### src/mcpc_pkg.sv
package mcpc_pkg;

  // ------------------------------------------------------------
  // timing
  // ------------------------------------------------------------
  localparam int CLK_PERIOD_PS = 4000;
  // cable_ready_after_power_time, in microseconds
  localparam int READY_TIME_US = 100000;
  // longest time rounds down, floor of at least one cycle
  localparam int READY_CYCLES_RAW = (READY_TIME_US * 1000) / (CLK_PERIOD_PS / 1000);
  localparam int READY_CYCLES = (READY_CYCLES_RAW < 1) ? 1 : READY_CYCLES_RAW;

  // ------------------------------------------------------------
  // message addressing and commands
  // ------------------------------------------------------------
  typedef enum logic [1:0] {
    MCPC_SOP = 2'h0,
    MCPC_SOP_P = 2'h1,
    MCPC_SOP_PP = 2'h2
  } mcpc_target_t;

  typedef enum logic [2:0] {
    MCPC_CMD_IDENTITY = 3'h1,
    MCPC_CMD_SVIDS = 3'h2,
    MCPC_CMD_MODES = 3'h3,
    MCPC_CMD_ENTER = 3'h4,
    MCPC_CMD_EXIT = 3'h5
  } mcpc_cmd_t;

  typedef enum logic [1:0] {
    MCPC_RSP_ACK = 2'h0,
    MCPC_RSP_NAK = 2'h1
  } mcpc_rsp_t;

  // arbitrary identity value, not tied to any maker
  localparam logic [31:0] ID_HEADER = 32'h0000_5a5a;
  // arbitrary supported svid and mode
  localparam logic [15:0] SVID_0 = 16'h1234;
  localparam logic [31:0] MODE_0 = 32'h0000_0001;
  localparam logic [2:0] MODE_INDEX_0 = 3'h1;

  localparam logic [31:0] DATA_RESET = 32'h0000_0000;

endpackage

### src/mcpc_if.sv
`timescale 1ns/1ps
`default_nettype none
// structured message link between a port controller and one cable plug
interface mcpc_if;
  logic reqValid;
  logic [1:0] reqTarget;
  logic [2:0] reqCmd;
  logic [15:0] reqSvid;
  logic [2:0] reqMode;
  logic rspValid;
  logic [1:0] rspKind;
  logic [31:0] rspData;

  modport plug (
    input reqValid, reqTarget, reqCmd, reqSvid, reqMode,
    output rspValid, rspKind, rspData
  );
  modport port (
    output reqValid, reqTarget, reqCmd, reqSvid, reqMode,
    input rspValid, rspKind, rspData
  );
endinterface
`default_nettype wire

### src/mcpc_sync.sv
`timescale 1ns/1ps
`default_nettype none
// two-flop synchroniser for a pin level
module mcpc_sync (
  // clock and reset
  input wire logic clk,
  input wire logic nrst,
  // level in and out
  input wire logic din,
  output logic dout
);
  logic meta;

  // first stage is read only by the second
  always_ff @(posedge clk) begin
    if (!nrst) begin
      meta <= 1'b0;
      dout <= 1'b0;
    end else begin
      meta <= din;
      dout <= meta;
    end
  end
endmodule
`default_nettype wire

### src/mcpc_plug.sv
`timescale 1ns/1ps
`default_nettype none
// Functional notes
// - reset or Hard Reset: DFP SOP', UFP SOP''
// - after Cable Reset, VCONN plug is SOP'
// - role sensed from own VCONN pin
// - unassigned: ignore and never answer
// - ready within 100 ms of VCONN
// - two plugs get distinct roles
// - role held through all swaps
// - role kept until VCONN loss or Cable Reset; a Hard Reset also clears it and reassigns by end
// - cable messages never addressed to SOP
// - after contract only DFP addresses cable; the port also passes a non-DFP with bfskExempt set
// - discovery and mode commands start at SOP'
// - Discover SVIDs returns supported list
// - Discover Modes returns modes for SVID
// - Enter Mode enters requested mode
// - Exit Mode returns to default USB
// - DFP supplies VCONN on seeing Ra
module mcpc_plug import mcpc_pkg::*; #(
  parameter int READY_COUNT = READY_CYCLES
) (
  // clock and reset
  input wire logic clk,
  input wire logic nrst,
  // plug pins
  input wire logic vconnPin,
  input wire logic atDfpEnd,
  // reset events from the port, one-cycle pulses
  input wire logic hardReset,
  input wire logic cableReset,
  // message link
  mcpc_if.plug link,
  // user side
  output logic [1:0] role,
  output logic modeActive,
  output logic [2:0] modeIndex
);
  // ------------------------------------------------------------
  // state
  // ------------------------------------------------------------
  // unassigned: no VCONN or just powered; wait: settling, deaf to the link;
  // assigned: role fixed and requests answered
  typedef enum logic [1:0] {ST_UNASSIGNED, ST_WAIT, ST_ASSIGNED} mcpc_phase_t;

  // everything the plug remembers, registered as one word
  typedef struct packed {
    mcpc_phase_t phase;
    logic [31:0] count;
    logic [1:0] role;
    logic byVconn;
    logic modeActive;
    logic [2:0] modeIndex;
    logic rspValid;
    logic [1:0] rspKind;
    logic [31:0] rspData;
  } mcpc_plug_state_t;

  // registered state and its next value
  mcpc_plug_state_t r;
  mcpc_plug_state_t next_r;
  // synchronised VCONN level and request match
  logic vconn;
  logic forMe;

  // ------------------------------------------------------------
  // pin synchroniser
  // ------------------------------------------------------------
  // vconn arrives from the cable analog side; two flops keep a slow edge
  // from splitting the phase machine across two values
  mcpc_sync uVconn (
    .clk(clk),
    .nrst(nrst),
    .din(vconnPin),
    .dout(vconn)
  );

  // ------------------------------------------------------------
  // next state
  // ------------------------------------------------------------
  // priority: power loss, then resets, then the phase machine; losing VCONN
  // must win over a reset pulse in the same cycle, or a dead plug could be
  // handed a role
  always_comb begin
    next_r = r;
    next_r.rspValid = 1'b0;
    forMe = link.reqValid && (link.reqTarget == r.role) && (r.role != MCPC_SOP);
    if (!vconn) begin
      // losing power clears phase, role, count and mode; byVconn and the last answer are kept
      next_r.phase = ST_UNASSIGNED;
      next_r.role = MCPC_SOP;
      next_r.count = '0;
      next_r.modeActive = 1'b0;
      next_r.modeIndex = '0;
    end else if (hardReset || cableReset) begin
      // cable reset selects by VCONN, hard reset by end
      next_r.phase = ST_WAIT;
      next_r.byVconn = cableReset;
      next_r.count = '0;
      next_r.modeActive = 1'b0;
      next_r.modeIndex = '0;
      next_r.role = MCPC_SOP;
    end else begin
      unique case (r.phase)
        ST_UNASSIGNED: begin
          // power-on: assign by end, cable ignores requests meanwhile
          // one settling pass even at power-on, so the end pin is stable
          next_r.phase = ST_WAIT;
          next_r.byVconn = 1'b0;
          next_r.count = '0;
        end
        ST_WAIT: begin
          // finishes well inside the ready interval
          // capped at eight cycles: far shorter than the port's hold-off
          if (r.count >= 32'(READY_COUNT - 1) || r.count >= 32'h7) begin
            next_r.phase = ST_ASSIGNED;
            // only the supplied plug sees VCONN, so roles differ
            if (r.byVconn) begin
              next_r.role = MCPC_SOP_P;
            end else begin
              next_r.role = atDfpEnd ? MCPC_SOP_P : MCPC_SOP_PP;
            end
          end else begin
            next_r.count = r.count + 32'h1;
          end
        end
        ST_ASSIGNED: begin
          // swaps are not seen here, role unchanged
          // one answer per request; the port keeps a single one outstanding
          if (forMe) begin
            next_r.rspValid = 1'b1;
            next_r.rspKind = MCPC_RSP_ACK;
            next_r.rspData = DATA_RESET;
            unique case (link.reqCmd)
              // fixed header; the svid list holds one entry
              MCPC_CMD_IDENTITY: next_r.rspData = ID_HEADER;
              MCPC_CMD_SVIDS: next_r.rspData = {SVID_0, 16'h0000};
              MCPC_CMD_MODES: begin
                // an unknown svid gets a refusal, not an empty list
                if (link.reqSvid == SVID_0) begin
                  next_r.rspData = MODE_0;
                end else begin
                  next_r.rspKind = MCPC_RSP_NAK;
                end
              end
              MCPC_CMD_ENTER: begin
                // only the one supported mode of the one svid is accepted
                if (link.reqSvid == SVID_0 && link.reqMode == MODE_INDEX_0) begin
                  next_r.modeActive = 1'b1;
                  next_r.modeIndex = link.reqMode;
                end else begin
                  next_r.rspKind = MCPC_RSP_NAK;
                end
              end
              MCPC_CMD_EXIT: begin
                if (r.modeActive) begin
                  next_r.modeActive = 1'b0;
                  next_r.modeIndex = '0;
                end else begin
                  next_r.rspKind = MCPC_RSP_NAK;
                end
              end
              // reserved command codes are refused
              default: next_r.rspKind = MCPC_RSP_NAK;
            endcase
          end
        end
        default: next_r.phase = ST_UNASSIGNED;
      endcase
    end
  end

  // ------------------------------------------------------------
  // registers
  // ------------------------------------------------------------
  always_ff @(posedge clk) begin
    if (!nrst) begin
      r <= '{
        phase: ST_UNASSIGNED,
        count: 32'h0,
        role: MCPC_SOP,
        byVconn: 1'b0,
        modeActive: 1'b0,
        modeIndex: 3'h0,
        rspValid: 1'b0,
        rspKind: MCPC_RSP_ACK,
        rspData: DATA_RESET
      };
    end else begin
      r <= next_r;
    end
  end

  // ------------------------------------------------------------
  // outputs
  // ------------------------------------------------------------
  // answer comes from flops, one cycle after the request it serves
  assign link.rspValid = r.rspValid;
  assign link.rspKind = r.rspKind;
  assign link.rspData = r.rspData;

  // role and mode straight from the state flops
  assign role = r.role;
  assign modeActive = r.modeActive;
  assign modeIndex = r.modeIndex;
endmodule
`default_nettype wire

### src/flat_wrapper.sv
// flat-port wrapper written by rule: the top's interface ports become plain ports
module mcpc_plug_flat import mcpc_pkg::*;
#(
  parameter int READY_COUNT = READY_CYCLES
)
  (clk, nrst, vconnPin, atDfpEnd, hardReset, cableReset, role, modeActive, modeIndex, link_reqValid, link_reqTarget, link_reqCmd, link_reqSvid, link_reqMode, link_rspValid, link_rspKind, link_rspData);
  mcpc_if link_i ();
  input wire logic clk;
  input wire logic nrst;
  input wire logic vconnPin;
  input wire logic atDfpEnd;
  input wire logic hardReset;
  input wire logic cableReset;
  output logic [1:0] role;
  output logic modeActive;
  output logic [2:0] modeIndex;
  input wire logic [$bits(link_i.reqValid)-1:0] link_reqValid;
  input wire logic [$bits(link_i.reqTarget)-1:0] link_reqTarget;
  input wire logic [$bits(link_i.reqCmd)-1:0] link_reqCmd;
  input wire logic [$bits(link_i.reqSvid)-1:0] link_reqSvid;
  input wire logic [$bits(link_i.reqMode)-1:0] link_reqMode;
  output wire logic [$bits(link_i.rspValid)-1:0] link_rspValid;
  output wire logic [$bits(link_i.rspKind)-1:0] link_rspKind;
  output wire logic [$bits(link_i.rspData)-1:0] link_rspData;
  assign link_i.reqValid = link_reqValid;
  assign link_i.reqTarget = link_reqTarget;
  assign link_i.reqCmd = link_reqCmd;
  assign link_i.reqSvid = link_reqSvid;
  assign link_i.reqMode = link_reqMode;
  assign link_rspValid = link_i.rspValid;
  assign link_rspKind = link_i.rspKind;
  assign link_rspData = link_i.rspData;
  mcpc_plug #(.READY_COUNT(READY_COUNT)) u_core (.clk(clk), .nrst(nrst), .vconnPin(vconnPin), .atDfpEnd(atDfpEnd), .hardReset(hardReset), .cableReset(cableReset), .link(link_i), .role(role), .modeActive(modeActive), .modeIndex(modeIndex));
endmodule
### config.mk
export PLATFORM = sky130hd
export DESIGN_NAME = mcpc_plug_flat
export DESIGN_NICKNAME = d
export VERILOG_FILES = /design/src/mcpc_pkg.sv /design/src/mcpc_if.sv /design/src/mcpc_sync.sv /design/src/mcpc_plug.sv /design/src/flat_wrapper.sv
export SDC_FILE = /design/constraint.sdc
export NUM_CORES = 1
export LEC_CHECK = 0
export BUFFER_PORTS_ARGS = -buffer_cell sky130_fd_sc_hd__clkbuf_2
export CORE_ASPECT_RATIO = 1.2
export CORE_UTILIZATION = 50
export DETAILED_ROUTE_END_ITERATION = 7
export PLACE_DENSITY_LB_ADDON = 0.2
export SKIP_LAST_GASP = 1
export SYNTH_ARGS = -nofsm -noshare
export SYNTH_HDL_FRONTEND = slang
export SYNTH_HIERARCHICAL = 1
export SYNTH_SLANG_ARGS = --single-unit
### constraint.sdc
create_clock -name clk -period 4.1 [get_ports clk]
set_input_delay 0.41 -clock clk [delete_from_list [all_inputs] [get_ports clk]]
set_output_delay 0.41 -clock clk [all_outputs]
set_load 0.02 [all_outputs]
# Word level (Yosys, flattened, before mapping)
# Cells that the tools add are included.
dict set report word_totals {
  regBits 78
  latchBits 0
  ramBits 0
  rom_bits 0
  in_bits 31
  output_inout_bits 41
  elab_cells 78
  n_memories 0
}
dict set report classes {
  addsub 1
  n_mul 0
  div_mod_pow 0
  n_lt_le_gt_ge 2
  n_eq_ne 16
  shifts 0
  muxes 21
  bitwise_logic 4
  reduce_logical 22
}
# op count
set op_table {}
lappend op_table {{32-bit one-hot mux with 3 select lines} 1}
lappend op_table {{39-bit two-way mux} 2}
lappend op_table {{32-bit one-hot mux with 2 select lines} 1}
lappend op_table {{40-bit two-way mux} 1}
lappend op_table {{32-bit by 1-bit adder with 32-bit output, second input constant} 1}
lappend op_table {{32-bit by 25-bit >= comparator with 1-bit output, second input constant} 1}
lappend op_table {{32-bit by 3-bit >= comparator with 1-bit output, second input constant} 1}
lappend op_table {{32-bit two-way mux} 1}
lappend op_table {{16-bit by 13-bit == test with 1-bit output, second input constant} 1}
lappend op_table {{2-bit AND reduction} 6}
lappend op_table {{2-bit two-way mux} 5}
lappend op_table {{2-bit by 1-bit inequality test with 1-bit output, second input constant} 4}
lappend op_table {{2-bit one-hot mux with 4 select lines} 1}
lappend op_table {{4-bit one-hot mux with 2 select lines} 1}
lappend op_table {{4-bit AND reduction} 2}
lappend op_table {{2-bit nonzero test} 4}
lappend op_table {{3-bit by 1-bit == test with 1-bit output, second input constant} 2}
lappend op_table {{3-bit by 2-bit == test with 1-bit output, second input constant} 2}
lappend op_table {{3-bit == test, second input constant} 2}
lappend op_table {{2-bit one-hot mux with 3 select lines} 1}
lappend op_table {{1-bit two-way mux} 5}
lappend op_table {{5-bit AND reduction} 1}
lappend op_table {{4-bit two-way mux} 1}
lappend op_table {{1-bit inverter} 4}
lappend op_table {{other kinds (12)} 15}

# Longest topological paths before layout
# Gate-level depths: netlist (run 1).
dict set report logic_depth {
  depth_word 7
  ltp_mapped 6
  depth_no_buf 6
}

# Hierarchy
# Netlist (run 1), hierarchy kept.
# module n_inst cells_per_inst area_each_um2 seq_area_each_um2
set modules_own_cells {}
lappend modules_own_cells {mcpc_plug 1 210 2026.9 920.9}
lappend modules_own_cells {mcpc_sync 1 4 52.6 40.0}

# Worst setup path after synthesis (run 1)
# OpenSTA, ideal clock, no wires.
dict set report synth_path {
  path_type {input -> register}
  start {input port link_reqSvid[13]}
  end {register u_core.r (netlist bit u_core/modeIndex[1])}
  setup_time_ns 0.115
  t_arrival_ns 1.663
  required_ns 3.985
  setup_slack_ns 2.321
  path_stages 5
  n_path_buf 0
  cell_sequence {or4b_4 > nor4_4 > and2_4 > o21ai_2 > and3_1}
}
dict set report synth_via {
  elab_chain_cells 4
}
# element line_no
set synth_lines {}
lappend synth_lines {{start: declaration} flat_wrapper.sv:20} ;# input wire logic [$bits(link_i.reqSvid)-1:0] link_reqSvid;
lappend synth_lines {{16-bit by 13-bit == test with 1-bit output} mcpc_plug.sv:148} ;# if (link.reqSvid == SVID_0 && link.reqMode == MODE_INDEX_0) begin
lappend synth_lines {{1-bit logical AND} mcpc_plug.sv:148}
lappend synth_lines {{2-bit by 1-bit inequality test with 1-bit output (no line)} n/a}
lappend synth_lines {{5-bit AND reduction (no line)} n/a}
lappend synth_lines {{end signal: assignment} mcpc_plug.sv:178} ;# r <= '{
lappend synth_lines {{end signal: assignment} mcpc_plug.sv:190} ;# r <= next_r;
lappend synth_lines {{end: declaration} mcpc_plug.sv:60} ;# mcpc_plug_state_t r;
# No other way between the ends.
# A chain may end at the register's enable or synchronous reset.

# Final worst setup path (run 1)
dict set report layout_path {
  start {register u_core/r[42] in the netlist's numbering}
  end {register u_core/r[55] in the netlist's numbering}
}
dict set report layout_via {
  elab_chain_cells 4
  elab_cells_between_ends 8
  cone_classes {add/sub (1); order compare (2); eq/ne (1); mux (2); reduce/logical (2)}
}
# element line_no
set layout_lines {}
lappend layout_lines {{32-bit by 25-bit >= comparator with 1-bit output or 32-bit by 3-bit >= comparator with 1-bit output (tied branches)} mcpc_plug.sv:115} ;# if (r.count >= 32'(READY_COUNT - 1) || r.count >= 32'h7) begin
lappend layout_lines {{1-bit logical OR} mcpc_plug.sv:115}
lappend layout_lines {{2-bit inequality test (no line)} n/a}
lappend layout_lines {{2-bit AND reduction (no line)} n/a}
# Several ways; a longest one is shown, not always the timed one. The select of a mux whose other input is x is not followed.

==> results.md, run 1 <==
* Number of antenna violations at the first check in global routing at 0
* Post-route clock skew at 0.00796 ns
* Cell-by-cell trace of the critical path: ha_1 > a211oi_1 > nand4_1 > o21ai_1 > nand2b_1 > and3_1
* First-pass detailed-route iteration total at 4
* Simple-Gate Fraction of Synth Area at 27.0%
* First-pass GRT wire length at 5200 um
* Met3 track demand over resource in global routing at between 4 and 5%
* Final sum of negative setup slack at 0 ns
* Top cell family by delay on the critical path: simple AND/OR/NAND/NOR gates
* Critical Path End Type: flop
* Setup fix buffers added after clock tree synthesis at 0
* Hold violation total from the final report at 0
* Placed Area at 0.00217 mm2
* Setup repair after global routing missed its margin: false
* Share of the synthesized area in compound gates (AO/OA/AOI/OAI) at 8.30%
* Maximum level of the CTS H-tree at 2
* Critical path type: reg -> reg
* Post-synth design cell area at 0.00208 mm2
* Cells after Synth at 214
* Die ar. at 0.00442 mm2
* Fill cell count at 357
* Routability cong. at 0.691
* Number of global-route vias before repair at 1214
* Post-Syn Area per Cell at 9.72 um2
* Clock tree from TritonCTS: done
* Worst rel slew slack at 34.8%
* Maximum number of pins on one net before global-route repair at 24
* Count of routing violations after the opening detailed-route iteration at 58
* Number of nets still failing antenna checks after routing at 0
* Share of synthesized cell area in full adder, half adder and majority cells at 0.602%
* Via count normalized by instance count at 4.75
* Largest family of logic cells by synthesized area: simple AND/OR/NAND/NOR gates
* Post-DP HPWL at 2440 um
* Number of buffer and inverter instances along the worst setup path at 0
* WL/cell at roughly 11 um
* Final Instance Area at 0.00227 mm2
* Number of nets at the end of the flow at 281
* Delay contributed by the slowest stage of the critical path at 0.35 ns
* Final critical path time including I/O delays and setup at 1.86 ns
* Total GRT Usage at ~16%
* Mux contribution to synthesized area at 1.93%
* Number of clock sinks at 48
* CP Data Required Time at between 4 and 5 ns
* Max FO, Critical Path at 7
* Final cell count without fillers at 304
* Initial core utilization at 52.3%
* Die height at 72.6 um
* Inserted Diodes at 0
* Static leakage power at between 1 and 1.5 nW
* Number of endpoints failing setup at the final stage at 0
* Max-Cap Viols at 0
* CTS Root Buffer Type: sky130_fd_sc_hd__clkbuf_8
* Buffers from clock root to sink, at most at 2
* GR Util met2 at 24.4%
* Resized cells post-CTS at 0
* Area added between synthesis and finish at 9.09%
* Standard cell with the maximum stage delay on the critical path: sky130_fd_sc_hd__dfxtp_1
* Count of cell types in the netlist at 44
* Class of the tightest hold or removal check: in -> reg
* Status: finished clean
* Vias post-DR at 1445
* Layout cell share with drive strength beyond 1 at roughly 28%
* Worst ir drop on vdd at 0.000238 V
* Global-route layer with the greatest usage: met2
* Sequential share of the synthesized area at between 40% and 50%
* Grt ovf at 0
* Flop and latch count out of synthesis at 48
* Max frequency at 0.539 GHz
* Remaining routing DRC violations at 0
* Yosys synthesis warning count at 6
* Xor and xnor fraction of the mapped netlist area at 0.421%
* CTS clock-pin slew for the worst setup and hold paths at 0.08 ns
* Proportion of register bits with asynchronous set or reset after synthesis at 0%
* Core area at between 0.003 and 0.004 mm2
* Clk Latency, worst-skew pair at 0.30 ns
* Power density over the cells at 352 mW/mm2
* Standard-cell row count at 25
* CTS Hold Buffers Added at 0
* Portion of the clock cycle consumed by the worst path in the final layout at 45.3%
* Number of top-level pins at 72
* Number of buffers added by the clock tree synthesis step at 5
* Post-synth EDFFs at 0
* Synth Flop Type: sky130_fd_sc_hd__dfxtp_1
* Die extent in x at 60.9 um
* Number of slew-limit violations in the final report at 0
* Met1 Track Usage GR at 19.7%
* Placed Instances at approximately 300
* Number of I/O port buffers at 52
* Type of origin of the critical path: flop
* CP arrival at 2.05 ns
* Aggregate routed wire length at 3320 um
* Actual slew at the worst max-slew pin at a little under 1 ns
## power breakdown
| part | switching (mW) | internal (mW) |
|---|---|---|
| sequential | 0.00114 | 0.467 |
| clock | 0.149 | 0.137 |
| combinational | 0.0277 | 0.0162 |
## layout make-up
type	count	area, um2	area share [%]
Clock inverter	1	7.51	0.331
Multi-Input combinational cell	138	867	38.2
Timing Repair Buffer	53	268	11.8
Clock buffer	7	86.3	3.81
Inverter	3	11.3	0.496
Sequential cell	48	961	42.4
Tap cell	54	67.6	2.98
## state kept, by name, summed over array words and instances (netlist names)
signal                count
u_core/modeIndex          3
u_core/uVconn/dout        1
u_core/modeActive         1
u_core/role               2
u_core/link.rspKind       1
u_core/r                 35
u_core/link.rspValid      1
u_core/uVconn/meta        1
u_core/link.rspData       3
## layout by cell type, fill, tap and decap left out, drive strengths merged, types with 2 or more instances in the layout
| cell | synthesis | layout |
|---|---|---|
| nand2b | 3 | 3 |
| or4b | 2 | 2 |
| nor3 | 5 | 5 |
| mux2i | 4 | 4 |
| nor2b | 7 | 7 |
| conb | 1 | 19 |
| o21ai | 7 | 7 |
| nor4 | 8 | 8 |
| and3 | 9 | 9 |
| and2 | 27 | 27 |
| inv | 3 | 3 |
| a21oi | 5 | 5 |
| nand2 | 7 | 7 |
| a211oi | 3 | 3 |
| clkbuf | 4 | 59 |
| nand3 | 6 | 6 |
| dfxtp | 48 | 48 |
| a21boi | 2 | 2 |
| o21a | 3 | 3 |
| nand4 | 2 | 2 |
| nor2 | 5 | 5 |
## layer usage
layer | up-vias | routed length [um]
met2 | 55 | 1490
met4 | 0 | 69
met3 | 6 | 195
met1 | 636 | 1570
met5 | - | 0
li1 | 748 | -
## metrics by stage
stage	hold slack (ns)	util, %	worst slack, ns	power, mW
2_1_floorplan	0.406	-	2.32	0.518
3_3_place_gp	0.419	54.7	2.08	0.523
3_5_place_dp	0.426	54.7	2.05	0.523
4_1_cts	0.309	57.1	2.26	0.809
5_1_grt	0.308	57.1	2.12	0.834
6_report	0.316	57.1	2.24	0.799
## cell usage after synthesis (all sizes together) (2+ instances only)
cell / instances / area share [%]
nand3: 6 / 1.4
nor2: 5 / 1.0
dfxtp: 48 / 46
or4b: 2 / 1.3
nor3: 5 / 1.4
and3: 9 / 2.7
and2: 27 / 8.2
buf: 39 / 14
nand4: 2 / 0.60
a21oi: 5 / 1.4
nand2: 7 / 1.3
mux2i: 4 / 1.9
a211oi: 3 / 1.3
o21ai: 7 / 1.9
nor4: 8 / 3.1
nor2b: 7 / 2.1
nand2b: 3 / 0.90
clkbuf: 4 / 0.72
o21a: 3 / 1.1
inv: 3 / 0.54
a21boi: 2 / 0.72
## final timing paths
kind / end / start / slack (ns) / depth (start not counted)
setup / recovery: u_core/r[55] / u_core/r[42] / 2.24 / 6
hold / removal: u_core/uVconn/meta / vconnPin / 0.32 / 2
setup reg to reg: u_core/r[55] / u_core/r[42] / 2.24 / 6
hold reg to reg: u_core/uVconn/dout / u_core/uVconn/meta / 0.44 / 1
## cells by family after synthesis
family | count (synthesis)
compound gates | 25
xor+xnor | 1
flops | 48
fa+ha+maj | 1
simple gates | 88
buf+inv | 46
other cells | 1
mux | 4
(Power assumes the default switching activity.)
==> run 2, diff against run 1 <==
--- a/config.mk
+++ b/config.mk
@@ -7,7 +7,7 @@
 export LEC_CHECK = 0
 export BUFFER_PORTS_ARGS = -buffer_cell sky130_fd_sc_hd__clkbuf_2
 export CORE_ASPECT_RATIO = 1.2
-export CORE_UTILIZATION = 50
+export CORE_UTILIZATION = 44
 export DETAILED_ROUTE_END_ITERATION = 7
 export PLACE_DENSITY_LB_ADDON = 0.2
 export SKIP_LAST_GASP = 1
==> constraint.sdc (replaced) <==
create_clock -name clk -period 1.6 [get_ports clk]
set_input_delay 0.16 -clock clk [delete_from_list [all_inputs] [get_ports clk]]
set_output_delay 0.16 -clock clk [all_outputs]
set_load 0.02 [all_outputs]
==> results.md, run 2 (synthesized netlist as in run 1, its figures left out) <==
* Core area at 0.00456 mm2
* Total power draw at 2.22 mW
* Layout cell share with drive strength beyond 1 at 39.1%
* Number of nets still failing antenna checks after routing at 0
* Number of antenna violations at the first check in global routing at 0
* Setup repair after global routing missed its margin: true
* Final sum of negative setup slack at 0 ns
* Number of clock sinks at 48
* Commonest cells after routing, fill and taps aside: 52 x sky130_fd_sc_hd__clkbuf_2, 42 x sky130_fd_sc_hd__dfxtp_1, 26 x sky130_fd_sc_hd__and2_1
* CTS Root Buffer Type: sky130_fd_sc_hd__clkbuf_8
* Worst ir drop on vdd at slightly above 0.0005 V
* Die ar. at 0.00501 mm2
* Setup fix buffers added after clock tree synthesis at 0
* CTS Hold Buffers Added at 0
* Post-DP HPWL at 2700 um
* Number of I/O port buffers at 52
* Buffers from clock root to sink, at most at 2
* Largest register by flop count: u_core/r
* Number of global-route vias before repair at about 1.4k
* Final core utilization at 55.0%
* Max FO, Critical Path at 4
* First-pass GRT wire length at 6000 um
* Number of buffers added by the clock tree synthesis step at 5
* Hold violation total from the final report at 0
* Portion of the clock cycle consumed by the worst path in the final layout at 96.9%
* Die extent in x at 64.8 um
* Maximum level of the CTS H-tree at 2
* Number of slew-limit violations in the final report at 0
* Most common cell after layout, fill and taps aside: sky130_fd_sc_hd__clkbuf_2
* Final Instance Area at approximately 0.0025 mm2
* Total GRT Usage at 15.2%
* Max-Cap Viols at 0
* Grt ovf at 0
* Vias post-DR at roughly 1.5k
* Static leakage power at 1.14 nW
* Clock tree from TritonCTS: done
* Max frequency at 0.645 GHz
* Area added between synthesis and finish at 20.6%
* Die height at 77.3 um
* Standard-cell row count at 27
* Clk Latency, worst-skew pair at roughly 0.30 ns
* Number of endpoints failing setup at the final stage at 0
* Maximum number of pins on one net before global-route repair at 24
* WL/cell at 11.9 um
* Remaining routing DRC violations at 0
* CTS clock-pin slew for the worst setup and hold paths at 0.09 ns
* Class of the tightest hold or removal check: in -> reg
* CP arrival at 1.78 ns
* Number of top-level pins at 72
* Final critical path time including I/O delays and setup at 1.55 ns
* Critical path type: reg -> reg
* Count of routing violations after the opening detailed-route iteration at 47
* Number of flip-flops in the largest register at 35
* Post-route clock skew at 0.00946 ns
* Routability cong. at 0.723
* Number of nets at the end of the flow at 292
* First-pass detailed-route iteration total at 4
* Status: finished clean
* Initial core utilization at 45.6%
* CP Data Required Time at ~1.8 ns
* Aggregate routed wire length at around 3800 um
* Placed Area at between 0.002 and 0.0025 mm2
* Via count normalized by instance count at 4.76
* Critical Path End Type: flop
* Type of origin of the critical path: flop
* Inserted Diodes at 0
* Power density over the cells at 885 mW/mm2
run 2: cell count changes in the layout (fill, tap and decap cells not counted), sizes merged:
| cell | before | now |
|---|---|---|
| buf | 1 | 12 |
| bufinv | 0 | 1 |
| clkbuf | 59 | 58 |
| clkinv | 0 | 1 |
| clkinvlp | 1 | 0 |
run 2: metal layers:
| metal | track usage (%) | vias up | routed length [um] |
|---|---|---|---|
| li1 | - | 772 | - |
| met1 | 18.8 | 702 | 1660 |
| met2 | 25.6 | 39 | 1970 |
| met3 | 3.72 | 5 | 137 |
| met4 | 4.67 | 0 | 34 |
| met5 | 0 | - | 0 |
run 2: cell type report:
cell class	instances	area (um2)
Fill cell	419	2050
Multi-Input combinational cell	138	985
Sequential cell	48	968
Timing Repair Buffer	64	350
Clock buffer	6	82.6
Tap cell	58	72.6
Clock inverter	2	38.8
Inverter	3	11.3
run 2: power breakdown:
part | switching, mW | internal, mW
combinational | 0.0725 | 0.0444
sequential | 0.00348 | 1.20
clock | 0.391 | 0.511
run 2: worst max-delay path, cell delays in order, from the launching register on:
cell                      delay [ns]
sky130_fd_sc_hd__dfxtp_2        0.34
sky130_fd_sc_hd__nor4_4         0.28
sky130_fd_sc_hd__nand4_1        0.22
sky130_fd_sc_hd__nor3_2         0.23
sky130_fd_sc_hd__buf_4          0.18
sky130_fd_sc_hd__a41oi_2        0.11
sky130_fd_sc_hd__nor3_1         0.12
run 2: path summary, 6_finish.rpt:
kind / startpoint / endpoint / slack [ns] / depth (start not counted)
max: u_core/r[46] / u_core/r[45] / 0.05 / 6
min: vconnPin / u_core/uVconn/meta / 0.07 / 2
max reg2reg: u_core/r[46] / u_core/r[45] / 0.05 / 6
min reg2reg: u_core/uVconn/meta / u_core/uVconn/dout / 0.45 / 1
run 2: through the flow:
stage          worst slack, ns  instances  hold slack, ns
2_1_floorplan           0.0187        232           0.251
3_3_place_gp           -0.0643        311           0.368
3_5_place_dp           -0.0883        311           0.375
4_1_cts                 0.0231        319          0.0655
5_1_grt                -0.0718        319          0.0861
6_report                0.0498        319          0.0659
run 2: timing repair:
action | in CTS | in global routing
endpoints found under the setup margin | 10 | 14
resized for setup | 2 | 25
pin swaps | 7 | 11
==> run 3, diff against run 2 <==
--- a/config.mk
+++ b/config.mk
@@ -7,7 +7,7 @@
 export LEC_CHECK = 0
 export BUFFER_PORTS_ARGS = -buffer_cell sky130_fd_sc_hd__clkbuf_2
 export CORE_ASPECT_RATIO = 1.2
-export CORE_UTILIZATION = 44
+export CORE_UTILIZATION = 50
 export DETAILED_ROUTE_END_ITERATION = 7
 export PLACE_DENSITY_LB_ADDON = 0.2
 export SKIP_LAST_GASP = 1
==> constraint.sdc (replaced) <==
create_clock -name clk -period 2 [get_ports clk]
set_input_delay 0.2 -clock clk [delete_from_list [all_inputs] [get_ports clk]]
set_output_delay 0.2 -clock clk [all_outputs]
set_load 0.02 [all_outputs]
==> results.md, run 3 (synthesized netlist as in run 1, its figures left out) <==
* Status: finished clean
* Static leakage power at 1.05 nW
* Die ar. at 0.00442 mm2
* Area added between synthesis and finish at 9.99%
* Worst ir drop on vdd at 0.000599 V
* Number of endpoints failing setup at the final stage at 0
* Via count normalized by instance count at 4.77
* GR Util met2 at between 20% and 30%
* Number of slew-limit violations in the final report at 0
* First-pass GRT wire length at 5230 um
* Number of global-route vias before repair at 1220
* Setup fix buffers added after clock tree synthesis at 0
* Maximum level of the CTS H-tree at 2
* Reg2reg path depth at 6
* Die extent in x at 60.9 um
* Met1 Track Usage GR at between 10% and 20%
* Buffers from clock root to sink, at most at 2
* CP Data Required Time at 2.20 ns
* Power density over the cells at 711 mW/mm2
* Fill cell count at 351
* Number of clock sinks at 48
* Initial core utilization at between 50% and 60%
* Number of nets still failing antenna checks after routing at 0
* Final Instance Area at 0.00229 mm2
* Number of cells traversed by the worst hold path at 2
* Max frequency at slightly below 0.6 GHz
* Standard-cell row count at 25
* Commonest cells after routing, fill and taps aside: 52 x sky130_fd_sc_hd__clkbuf_2, 48 x sky130_fd_sc_hd__dfxtp_1, 26 x sky130_fd_sc_hd__and2_1
* Startpoint of the most critical setup path: u_core/r[42]
* Layout cell share with drive strength beyond 1 at 29.4%
* Number of flip-flops in the largest register at 35
* Count of routing violations after the opening detailed-route iteration at 50
* Aggregate routed wire length at 3370 um
* Number of buffer and inverter instances along the worst setup path at 0
* Vias post-DR at about 1.5k
* Remaining routing DRC violations at 0
* Hold EP: u_core/uVconn/meta
* Number of buffers added by the clock tree synthesis step at 5
* Inserted Diodes at 0
* Critical path type: reg -> reg
* Post-route clock skew at about 0.0076 ns
* Global-route layer with the greatest usage: met2
* Class of the tightest hold or removal check: in -> reg
* R2R Path Start: u_core/r[42]
* CTS Root Buffer Type: sky130_fd_sc_hd__clkbuf_8
* Post-Place Worst Slack at 0.257 ns
* Number of I/O port buffers at 52
* Clock tree from TritonCTS: done
* Final critical path time including I/O delays and setup at 1.73 ns
* Final WS setup at 0.272 ns
* Post-DP HPWL at 2480 um
* Total GRT Usage at 16.2%
* Cell-by-cell trace of the critical path: ha_1 > a211oi_1 > nand4_1 > o21ai_1 > nand2b_1 > and3_1
* Grt ovf at 0
* Type of origin of the critical path: flop
* CP arrival at 1.93 ns
* Number of top-level pins at 72
* Hold violation total from the final report at 0
* Portion of the clock cycle consumed by the worst path in the final layout at 86.4%
* Max-Cap Viols at 0
* Largest register by flop count: u_core/r
* Number of antenna violations at the first check in global routing at 0
* Clk Latency, worst-skew pair at approximately 0.30 ns
* Routability cong. at 0.720
* Number of nets at the end of the flow at 283
* Most common cell after layout, fill and taps aside: sky130_fd_sc_hd__clkbuf_2
* CTS clock-pin slew for the worst setup and hold paths at 0.08 ns
* Core area at ~0.004 mm2
* Met3 track demand over resource in global routing at under 10%
* WL/cell at 11.0 um
* Startpoint of the tightest hold check path: vconnPin
* Top cell family by delay on the critical path: simple AND/OR/NAND/NOR gates
* Delay contributed by the slowest stage of the critical path at 0.35 ns
* First-pass detailed-route iteration total at 4
* Placed Area at 0.00219 mm2
* Maximum number of pins on one net before global-route repair at 24
* Die height at roughly 73 um
* Reg-to-reg slack, setup at 0.27 ns
* Critical Path End Type: flop
* End of the worst register-to-register path: u_core/r[55]
* Final sum of negative setup slack at 0 ns
* Max FO, Critical Path at 7
* Standard cell with the maximum stage delay on the critical path: sky130_fd_sc_hd__dfxtp_1
* Setup repair after global routing missed its margin: false
[run 3: layout make-up]
cell class / count / area [um2] / area share, %
tap: 54 / 67.6 / 2.95
timing repair buffer: 55 / 283 / 12.4
multi-input combinational: 138 / 872 / 38.1
clock buffer: 6 / 82.6 / 3.61
sequential: 48 / 961 / 42.0
inverter: 3 / 11.3 / 0.492
clock inverter: 2 / 10.0 / 0.438
[run 3: routing by layer]
metal  wire (um)  up-vias  share of wire (%)
li1            -      751                  -
met1        1620      648                 48
met2        1460       56                 43
met3         226        6                6.7
met4          66        0                2.0
met5           0        -                  0
[run 3: repair_timing]
action                                  in CTS  in global routing
endpoints found under the setup margin       0                  1
gates resized for setup                      0                  1
hold buffers                                 0                  0
[run 3: where the power goes]
part / total, mW / switching [mW] / internal [mW]
registers: 0.960 / 0.00238 / 0.958
clock network: 0.576 / 0.300 / 0.276
logic: 0.0908 / 0.0574 / 0.0334
[run 3: worst max path at each step]
stage	end	slack [ns]	depth (start not counted)
global route	u_core/r[58]	0.09	6
detailed placement	u_core/modeIndex[1]	0.26	6
floorplan	u_core/r[47]	0.42	6
CTS	u_core/r[45]	0.27	6
finish	u_core/r[55]	0.27	6
global placement	u_core/modeIndex[2]	0.26	6
[run 3: worst register-to-register path, delay by kind of cell, from the launching register on]
| kind | cells | cell delay (ns) |
|---|---|---|
| AND/OR/NAND/NOR | 3 | 0.61 |
| adder cells (fa/ha/maj) | 1 | 0.22 |
| AO/OA/AOI/OAI | 2 | 0.46 |
| flip-flops | 1 | 0.35 |
[run 3: per-stage QoR]
stage / power (mW) / utilization, % / instances / hold WS [ns]
after CTS: 1.65 / 57.4 / 306 / 0.0978
after global placement: 1.07 / 55.1 / 298 / 0.407
after global routing: 1.69 / 57.6 / 306 / 0.107
after detailed placement: 1.07 / 55.1 / 298 / 0.414
after floorplan: 1.06 / - / 232 / 0.291
final: 1.63 / 57.6 / 306 / 0.105
